File: src/include/stop_ctrl_pkg.sv
// Purpose: constants and types for the stop mode controller
// Assumes: apb slave, 32-bit data, one aligned word per register
// Notes:   register offsets are byte addresses
package stop_ctrl_pkg;
   // ==========================================
   // register map
   localparam logic [7:0] system_options_1_off  = 8'h00;
   localparam logic [7:0] power_mgmt_ctrl_1_off = 8'h04;
   localparam logic [7:0] power_mgmt_ctrl_2_off = 8'h08;
   localparam logic [7:0] clock_src_ctrl_off    = 8'h0c;
   localparam logic [7:0] status_off            = 8'h10;
   // field positions
   localparam int stop_enable_bit       = 0;
   localparam int lv_detect_enable_bit  = 0;
   localparam int lv_stop_enable_bit    = 1;
   localparam int pp_select_bit         = 0;
   localparam int pp_flag_bit           = 1;
   localparam int pp_ack_bit            = 2;
   localparam int int_ref_bit           = 0;
   localparam int ext_ref_bit           = 1;
   localparam int hf_range_bit          = 2;
   localparam int rtc_wake_enable_bit   = 3;
   // reset values
   localparam logic system_options_1_rst = 1'b1;
   localparam logic [1:0] power_mgmt_1_rst = 2'h1;
   localparam logic [3:0] clock_src_rst  = 4'h0;
   // reset pulse length in cycles
   localparam logic [3:0] reset_pulse_cycles = 4'h4;

   typedef enum logic [1:0] {
      st_run     = 2'b00,
      st_shallow = 2'b01,
      st_deep    = 2'b10,
      st_bgnd    = 2'b11
   } stop_state_t;
endpackage

File: src/rtl/stop_mode_controller.sv
// Purpose: stop mode entry, depth choice, clock gating and wakeup
// Assumes: one clock pclk, 20 MHz; pin inputs raw and synchronised here
// Notes:   apb registers; debug enable only via debug port
//
// Chosen here: the register offsets and the APB register port.
`timescale 1ns/1ps
module stop_mode_controller
   import stop_ctrl_pkg::*;
(
   input  wire logic        pclk,
   input  wire logic        presetn,
   input  wire logic        psel,
   input  wire logic        penable,
   input  wire logic        pwrite,
   input  wire logic [7:0]  paddr,
   input  wire logic [31:0] pwdata,
   output logic      [31:0] prdata,
   output logic             pready,
   output logic             pslverr,
   input  wire logic        stop_instr,
   input  wire logic        reset_pin_enable,
   input  wire logic        reset_pin_n,
   input  wire logic        wake_irq,
   input  wire logic        rtc_wake,
   input  wire logic        dbg_wr_enable,
   input  wire logic        dbg_wr_value,
   input  wire logic        dbg_status_access,
   input  wire logic        debug_halt_command,
   input  wire logic        dbg_go,
   output logic             debug_mode_enable,
   output logic             dbg_status_error,
   output logic             illegal_opcode_reset,
   output logic             system_reset,
   output logic             fetch_reset_vector,
   output logic             fetch_irq_vector,
   output logic             bus_clk_en,
   output logic             cpu_clk_en,
   output logic             periph_clk_en,
   output logic             debug_clk_en,
   output logic             regulator_full,
   output logic             int_ref_run,
   output logic             ext_ref_run,
   output logic             core_power_on,
   output logic             pin_latch_closed,
   output logic             in_stop
);

   // ==========================================
   // synchronisers for outside pins
   logic [1:0] rst_pin_sync;
   logic [1:0] irq_sync;
   logic [1:0] rtc_sync;
   always_ff @(posedge pclk or negedge presetn) begin
      if (!presetn) begin
         rst_pin_sync <= 2'h3;
         irq_sync     <= 2'h0;
         rtc_sync     <= 2'h0;
      end else begin
         rst_pin_sync <= {rst_pin_sync[0], reset_pin_n};
         irq_sync     <= {irq_sync[0], wake_irq};
         rtc_sync     <= {rtc_sync[0], rtc_wake};
      end
   end
   logic pin_low;
   logic irq_in;
   logic rtc_in;
   assign pin_low = !rst_pin_sync[1];
   assign irq_in  = irq_sync[1];
   assign rtc_in  = rtc_sync[1];

   // ==========================================
   // registers
   stop_state_t state;
   stop_state_t next_state;
   logic       stop_enable;
   logic       lv_detect_en;
   logic       lv_stop_en;
   logic       pp_select;
   logic       pp_flag;
   logic [3:0] clk_src;
   logic       soft_reset;
   logic       wr_en;
   logic       deep_wake;
   assign wr_en = psel && penable && pwrite;

   // registers reset on any system reset, incl. deep wakeup
   always_ff @(posedge pclk or negedge presetn) begin
      if (!presetn) begin
         stop_enable  <= system_options_1_rst;
         lv_detect_en <= power_mgmt_1_rst[0];
         lv_stop_en   <= power_mgmt_1_rst[1];
         pp_select    <= 1'b0;
         clk_src      <= clock_src_rst;
      end else if (soft_reset) begin
         stop_enable  <= system_options_1_rst;
         lv_detect_en <= 1'b1; // lv reset enabled, low trip
         lv_stop_en   <= power_mgmt_1_rst[1];
         pp_select    <= 1'b0;
         clk_src      <= clock_src_rst;
      end else if (wr_en) begin
         case (paddr)
            system_options_1_off: stop_enable <= pwdata[stop_enable_bit];
            power_mgmt_ctrl_1_off: begin
               lv_detect_en <= pwdata[lv_detect_enable_bit];
               lv_stop_en   <= pwdata[lv_stop_enable_bit];
            end
            power_mgmt_ctrl_2_off: pp_select <= pwdata[pp_select_bit];
            clock_src_ctrl_off: clk_src <= pwdata[3:0];
            default: ;
         endcase
      end
   end

   // flag survives the wakeup reset; set wins over ack
   logic ack_wr;
   // an ack during the internal reset is dropped like any other write
   assign ack_wr = wr_en && !soft_reset && paddr == power_mgmt_ctrl_2_off && pwdata[pp_ack_bit];
   always_ff @(posedge pclk or negedge presetn) begin
      if (!presetn) begin
         pp_flag <= 1'b0;
      end else if (deep_wake) begin
         pp_flag <= 1'b1;
      end else if (ack_wr) begin
         pp_flag <= 1'b0;
      end
   end

   // debug enable only through the debug port
   always_ff @(posedge pclk or negedge presetn) begin
      if (!presetn) begin
         debug_mode_enable <= 1'b0;
      end else if (dbg_wr_enable) begin
         debug_mode_enable <= dbg_wr_value;
      end
   end

   always_ff @(posedge pclk or negedge presetn) begin
      if (!presetn) begin
         prdata <= 32'h0;
      end else if (psel && !penable && !pwrite) begin
         case (paddr)
            system_options_1_off:  prdata <= {31'h0, stop_enable};
            power_mgmt_ctrl_1_off: prdata <= {30'h0, lv_stop_en, lv_detect_en};
            power_mgmt_ctrl_2_off: prdata <= {29'h0, 1'b0, pp_flag, pp_select};
            clock_src_ctrl_off:    prdata <= {28'h0, clk_src};
            status_off:            prdata <= {28'h0, pin_latch_closed, in_stop, state};
            default:               prdata <= 32'h0;
         endcase
      end
   end
   logic mapped;
   assign mapped = paddr == system_options_1_off || paddr == power_mgmt_ctrl_1_off ||
                   paddr == power_mgmt_ctrl_2_off || paddr == clock_src_ctrl_off ||
                   paddr == status_off;
   assign pready  = 1'b1;
   assign pslverr = psel && penable && !mapped;

   // ==========================================
   // stop state machine
   logic want_deep;
   logic pin_wake;
   logic lv_both;
   logic lv_both_at_entry;
   logic dbg_at_entry;
   assign lv_both  = lv_detect_en && lv_stop_en;
   // deep only without debug and lv-stop
   assign want_deep = pp_select && !debug_mode_enable && !lv_stop_en;
   assign pin_wake  = pin_low && reset_pin_enable;

   always_comb begin
      next_state = state;
      case (state)
         st_run: begin
            if (stop_instr && stop_enable) begin
               next_state = want_deep ? st_deep : st_shallow;
            end
         end
         st_shallow: begin
            if (debug_halt_command && debug_mode_enable) begin
               next_state = st_bgnd;
            end else if (pin_wake || irq_in || rtc_in) begin
               next_state = st_run;
            end
         end
         st_deep: begin
            if (pin_low || (rtc_in && clk_src[rtc_wake_enable_bit])) begin
               next_state = st_run;
            end
         end
         st_bgnd: begin
            if (dbg_go) begin
               next_state = st_run;
            end
         end
         default: next_state = st_run;
      endcase
   end

   always_ff @(posedge pclk or negedge presetn) begin
      if (!presetn) begin
         state <= st_run;
      end else begin
         state <= next_state;
      end
   end

   // entry snapshot of lv and debug bits
   always_ff @(posedge pclk or negedge presetn) begin
      if (!presetn) begin
         lv_both_at_entry <= 1'b0;
         dbg_at_entry     <= 1'b0;
      end else if (state == st_run && stop_instr && stop_enable) begin
         lv_both_at_entry <= lv_both;
         dbg_at_entry     <= debug_mode_enable;
      end
   end

   // ==========================================
   // resets and vectors
   logic [3:0] rst_cnt;
   logic       pin_exit;
   logic       irq_exit;
   logic       illegal;
   assign illegal   = state == st_run && stop_instr && !stop_enable;
   assign deep_wake = state == st_deep && next_state == st_run;
   assign pin_exit  = state == st_shallow && next_state == st_run && pin_wake;
   assign irq_exit  = state == st_shallow && next_state == st_run && !pin_wake;

   always_ff @(posedge pclk or negedge presetn) begin
      if (!presetn) begin
         rst_cnt <= 4'h0;
      end else if (illegal || deep_wake || pin_exit) begin
         rst_cnt <= reset_pulse_cycles;
      end else if (rst_cnt != 4'h0) begin
         rst_cnt <= rst_cnt - 4'h1;
      end
   end
   assign soft_reset = rst_cnt != 4'h0;

   always_ff @(posedge pclk or negedge presetn) begin
      if (!presetn) begin
         illegal_opcode_reset <= 1'b0;
         fetch_reset_vector   <= 1'b0;
         fetch_irq_vector     <= 1'b0;
      end else begin
         illegal_opcode_reset <= illegal;
         fetch_reset_vector   <= rst_cnt == 4'h1;
         fetch_irq_vector     <= irq_exit;
      end
   end
   assign system_reset = soft_reset;

   // latches held closed from deep entry until ack
   always_ff @(posedge pclk or negedge presetn) begin
      if (!presetn) begin
         pin_latch_closed <= 1'b0;
      end else if (next_state == st_deep) begin
         pin_latch_closed <= 1'b1;
      end else if (ack_wr && !deep_wake) begin
         pin_latch_closed <= 1'b0;
      end
   end

   // ==========================================
   // clocks and power
   logic stopped;
   assign stopped  = state == st_shallow || state == st_deep;
   assign in_stop  = stopped;
   assign bus_clk_en    = !stopped;
   assign cpu_clk_en    = !stopped;
   assign periph_clk_en = !stopped;
   assign debug_clk_en  = state != st_deep && (!stopped || dbg_at_entry);
   // shallow stop keeps the core powered, state is held
   assign core_power_on = state != st_deep;
   assign regulator_full = !stopped ||
                           (state == st_shallow && (lv_both_at_entry || dbg_at_entry));
   assign int_ref_run = !stopped || (state == st_shallow && clk_src[int_ref_bit]);
   // high range needs the lv detector alive in stop, i.e. both lv bits
   assign ext_ref_run = !stopped || (state == st_shallow && clk_src[ext_ref_bit] &&
                        (!clk_src[hf_range_bit] || lv_both_at_entry));
   // status access refused while stopped
   assign dbg_status_error = dbg_status_access && stopped;

   // ==========================================
   // assertions
   AST_ILLEGAL: assert property (@(posedge pclk) disable iff (!presetn)
      (state == st_run && stop_instr && !stop_enable) |=> illegal_opcode_reset && state == st_run)
      else $error("stop while disabled did not reset");
   AST_DEPTH: assert property (@(posedge pclk) disable iff (!presetn)
      (state == st_run && stop_instr && stop_enable && !pp_select) |=> state == st_shallow)
      else $error("shallow stop not entered");
   AST_DEEP_BLOCK: assert property (@(posedge pclk) disable iff (!presetn)
      (state == st_run && stop_instr && stop_enable && (debug_mode_enable || lv_stop_en))
      |=> state != st_deep)
      else $error("deep stop entered with debug or lv stop");
   AST_CLKS: assert property (@(posedge pclk) disable iff (!presetn)
      stopped |-> !bus_clk_en && !cpu_clk_en && !periph_clk_en)
      else $error("clock running in stop");
   AST_FLAG: assert property (@(posedge pclk) disable iff (!presetn)
      deep_wake |=> pp_flag && pin_latch_closed && system_reset)
      else $error("deep wakeup did not set flag");
   AST_FLAG_HOLD: assert property (@(posedge pclk) disable iff (!presetn)
      ($past(pp_flag) && !pp_flag) |-> $past(ack_wr))
      else $error("flag cleared without ack");
   AST_DBG_ERR: assert property (@(posedge pclk) disable iff (!presetn)
      (stopped && dbg_status_access) |-> dbg_status_error)
      else $error("status access in stop not refused");
   AST_RST_VEC: assert property (@(posedge pclk) disable iff (!presetn)
      pin_exit |=> ##4 fetch_reset_vector)
      else $error("reset vector not fetched after pin exit");
   AST_BGND: assert property (@(posedge pclk) disable iff (!presetn)
      (state == st_shallow && debug_halt_command && debug_mode_enable) |=> state == st_bgnd)
      else $error("halt command did not wake");
   AST_SHALLOW_EXIT: assert property (@(posedge pclk) disable iff (!presetn)
      (state == st_shallow && !debug_halt_command && (irq_in || rtc_in || pin_wake))
      |=> state == st_run)
      else $error("shallow stop not left on wakeup");
   AST_IRQ_VEC: assert property (@(posedge pclk) disable iff (!presetn)
      irq_exit |=> fetch_irq_vector && state == st_run)
      else $error("interrupt vector not fetched after exit");
   AST_REG_LV: assert property (@(posedge pclk) disable iff (!presetn)
      (state == st_shallow && lv_both_at_entry) |-> regulator_full)
      else $error("regulator not kept active with lv in stop");
   AST_DBG_CLK: assert property (@(posedge pclk) disable iff (!presetn)
      (state == st_shallow && dbg_at_entry) |-> debug_clk_en && regulator_full)
      else $error("debug clocks or regulation lost in stop");
   AST_DEEP_PWR: assert property (@(posedge pclk) disable iff (!presetn)
      state == st_deep |-> !core_power_on && pin_latch_closed)
      else $error("deep stop powered or pins unlatched");
   AST_DEEP_WAKE: assert property (@(posedge pclk) disable iff (!presetn)
      (state == st_deep && pin_low) |=> state == st_run && system_reset)
      else $error("wakeup pin did not leave deep stop");
   AST_LATCH_HOLD: assert property (@(posedge pclk) disable iff (!presetn)
      ($past(pin_latch_closed) && !pin_latch_closed) |-> $past(ack_wr))
      else $error("pin latches opened without ack");
   AST_EXT_REF: assert property (@(posedge pclk) disable iff (!presetn)
      (state == st_shallow && clk_src[hf_range_bit] && !lv_both_at_entry) |-> !ext_ref_run)
      else $error("high range reference kept without lv detect");
   COV_SHALLOW: cover property (@(posedge pclk) disable iff (!presetn)
      state == st_shallow ##1 state == st_run);
   COV_DEEP: cover property (@(posedge pclk) disable iff (!presetn) deep_wake);
   COV_ILLEGAL: cover property (@(posedge pclk) disable iff (!presetn) illegal);
   COV_BGND: cover property (@(posedge pclk) disable iff (!presetn)
      state == st_shallow ##1 state == st_bgnd);
   COV_PIN_EXIT: cover property (@(posedge pclk) disable iff (!presetn) pin_exit);
endmodule

File: config.mk
export PLATFORM = sky130hd
export DESIGN_NAME = stop_mode_controller
export DESIGN_NICKNAME = d
export VERILOG_FILES = /design/src/include/stop_ctrl_pkg.sv /design/src/rtl/stop_mode_controller.sv
export SDC_FILE = /design/constraint.sdc
export NUM_CORES = 1
export LEC_CHECK = 0
export BUFFER_PORTS_ARGS = -buffer_cell sky130_fd_sc_hd__buf_2
export CORE_ASPECT_RATIO = 1.75
export CORE_MARGIN = 2
export CORE_UTILIZATION = 25
export DETAILED_ROUTE_END_ITERATION = 8
export PLACE_DENSITY = 0.54
export SLEW_MARGIN = 20
export SYNTH_ARGS = -nofsm -noshare
export SYNTH_HDL_FRONTEND = slang
export SYNTH_SLANG_ARGS = --single-unit
File: constraint.sdc
create_clock -name pclk -period 1.85 [get_ports pclk]
set_clock_uncertainty 0.15 [all_clocks]
set_input_delay 0.0925 -clock pclk [delete_from_list [all_inputs] [get_ports pclk]]
set_output_delay 0.0925 -clock pclk [all_outputs]
set_load 0.02 [all_outputs]
==> metrics <==
number of synthesized flops with an enable pin 0; Clock Pin Slew Worst Setup and Hold Paths 50 ps; PortBufs 47; Clock power frac 23.8%; dpl ws -103 ps; pwr dens 1280 mW/mm^2; largest net degree at the start of global routing 33; io pins 105; Final Instance Count excl. Fillers 376; # fillers 729; status completed; diode count 0; CP dominant cell by count a211o_1; residual DRC count 0; leak pwr 1.27 nW; Worst Path Required 1860 ps; buffer depth of the longest clock path 2; vias per cell 4.41; ranking of synthesized cells by area dfrtp_1 (37%), buf_4 (12%), dfstp_2 (5.6%), ha_1 (4.0%), nand3_1 (3.5%); proportion of synthesized chip area in sequential cells 43.0%; post-synthesis cell count 199; FF+latch count, synth 32; Synth async-reset ratio 100%; RSZ-0062 raised after global routing yes; kind of critical path flop to flop; sequential standard cell area 807 sq um; most frequent cell after synthesis buf_4; GRT Util Overall 12.0%; die width 69.5 microns; Crit path max-delay family compound AO/OA/AOI/OAI gates; Clock Latency Late Sink 270 ps; initial antenna violation count 0; Synth area leader dfrtp_1; syn_area_per_cell 9.42 sq um; GRT overflow 0; post-layout instance area 0.00270 sq mm; max cap viols 0; setup slack, reg-to-reg 20 ps; switching share of power 38.2%; CP arrival 1840 ps; Hold Path Class input port to flop; Top FF cell, synth dfrtp_1; post-layout util 37.3%; First DRT Iteration DRCs 52; Final setup viols 0; overall power 3.44 mW; Detailed Place HPWL 3740 microns; Hold Vio Cnt, Final 0; layout cells sized above 1 42.1%; maximum clock rate 545 MHz; crit path max fanout 4; Synth top cells by count buf_4 (31), dfrtp_1 (28), nand2_1 (16), nand3_1 (13); Max Slew Vio Count 0; First-pass DRT Iterations 4; internal power 2.13 mW; clock sinks 32; Distinct cells, synth 46; worst-path cell chain inv_2 -> ha_4 -> a32oi_2 -> a211o_1 -> o2111a_2 -> a211o_1; Worst Setup Start Kind flop; via count 1,657; CP max stage delay 430 ps; Logic pwr share 49.7%; post-synth top area share 37.4%; row cnt 41; die height 119 microns; Final ANT Viol Nets 0; period utilization 99.1%; clk root buf clkbuf_16; CP Capture Type flop; area grow syn2layout 43.8%; worst hold slack 49.3 ps; CTS buffer count 5; Ys Warns 0; initial cell density of the core 25.9%; setup ws final 15.9 ps; Placed Instance Area 0.00230 sq mm; Die Area 0.00823 sq mm; Final #Nets 350; global placer's final weighted congestion 0.797; setup_tns 0 ps; # H-tree levels 2; Core Box Area 0.00723 sq mm; sequential power share 26.4%; first-pass GRT wire length 7640 microns; vias in the first global route 1,600; wire length per cell 13.1 microns; CP bufs+invs 1; sw power 1.31 mW; final wirelength 4940 microns; Multi-input gate area 990 sq um; Critical-path top delay cell dfrtp_2; min cycle time layout 1830 ps; CTS tree yes; Post-Syn Area 0.00187 sq mm; worst vdd ir 445 uV; total placed cells including tap cells 351
worst min-delay path, delay by kind of cell:
family | cells | cell delay, ps
compound gates | 2 | 200
buf+inv | 1 | 130
cell type report:
| type | instances | area share [%] |
|---|---|---|
| inverters | 13 | 1.81 |
| flip-flops and latches | 32 | 29.9 |
| repair buffers | 89 | 22.1 |
| clock buffers | 8 | 5.43 |
| multi-input cells | 148 | 36.7 |
| well taps | 86 | 3.99 |
kinds of logic (layout without fill, tap and decap cells):
kind of cell,Yosys count,after routing,synth area share (%)
buf+inv,46,110,15.4
compound gates,38,38,13.6
simple gates,70,70,20.1
other cells,2,29,0.401
fa+ha+maj,6,6,4.01
mux,4,4,3.00
xor+xnor,1,1,0.467
flops,32,32,43.0
power by group through the flow:
stage                     Clock, mW  Sequential (mW)  Combinational, mW
final                         0.820            0.909               1.71
after global routing          0.874            0.921               1.85
after floorplan                   0            0.948              0.917
after CTS                     0.845            0.902               1.58
after detailed placement          0            0.932               1.46
after global placement            0            0.927               1.44
per-layer routing:
layer	GRT usage (%)	up-vias	share of wire, %
li1	-	815	-
met1	12.4	771	38
met2	22.7	66	55
met3	2.64	5	6.3
met4	4.78	0	1.3
met5	0	-	0
timing repair:
item,4_1_cts,5_1_grt
hold buffers,11,0
endpoints found under the setup margin,9,10
gates resized for setup,8,19
endpoints found under the hold margin,40,0
buffers inserted,3,3
pin swaps,3,11
flip-flops by register name, indices dropped and copies added, names as in the netlist, 2 cells and up:
| name | flops |
|---|---|
| prdata | 4 |
| irq_sync | 2 |
| clk_src | 4 |
| rtc_sync | 2 |
| state | 2 |
| rst_pin_sync | 2 |
| rst_cnt | 4 |
final timing paths:
kind,startpoint,end,cells past startpoint
max in group asynchronous,presetn,stop_enable$_DFFE_PN1P_,3
min in group asynchronous,presetn,fetch_irq_vector$_DFF_PN0_,3
max,state[0]$_DFF_PN0_,rst_cnt[2]$_DFFE_PN0P_,6
min,paddr[4],prdata[0]$_DFFE_PN0P_,3
max reg2reg,state[0]$_DFF_PN0_,rst_cnt[2]$_DFFE_PN0P_,6
min reg2reg,irq_sync[0]$_DFF_PN0_,irq_sync[1]$_DFF_PN0_,0
cells in the final DEF (no fill, tap or decap), types with 3 or more instances in the layout:
master / Yosys / layout
inv_1: 12 / 6
a22oi_1: 3 / 3
a211o_1: 3 / 3
buf_2: 0 / 46
dfrtp_1: 28 / 27
nor2b_1: 5 / 4
ha_4: 0 / 3
a21oi_1: 10 / 10
mux2_2: 3 / 3
buf_6: 0 / 4
and2_1: 4 / 4
o21ai_0: 6 / 4
nor2_1: 12 / 12
dfstp_2: 4 / 4
conb_1: 2 / 29
nand3_1: 13 / 11
nand2_1: 16 / 15
dlygate4sd3_1: 0 / 11
inv_2: 1 / 7
buf_4: 31 / 28
o21ai_1: 2 / 4
clkbuf_16: 0 / 5
nor3_1: 7 / 7
Note: power is estimated with default switching activity, not from simulation.
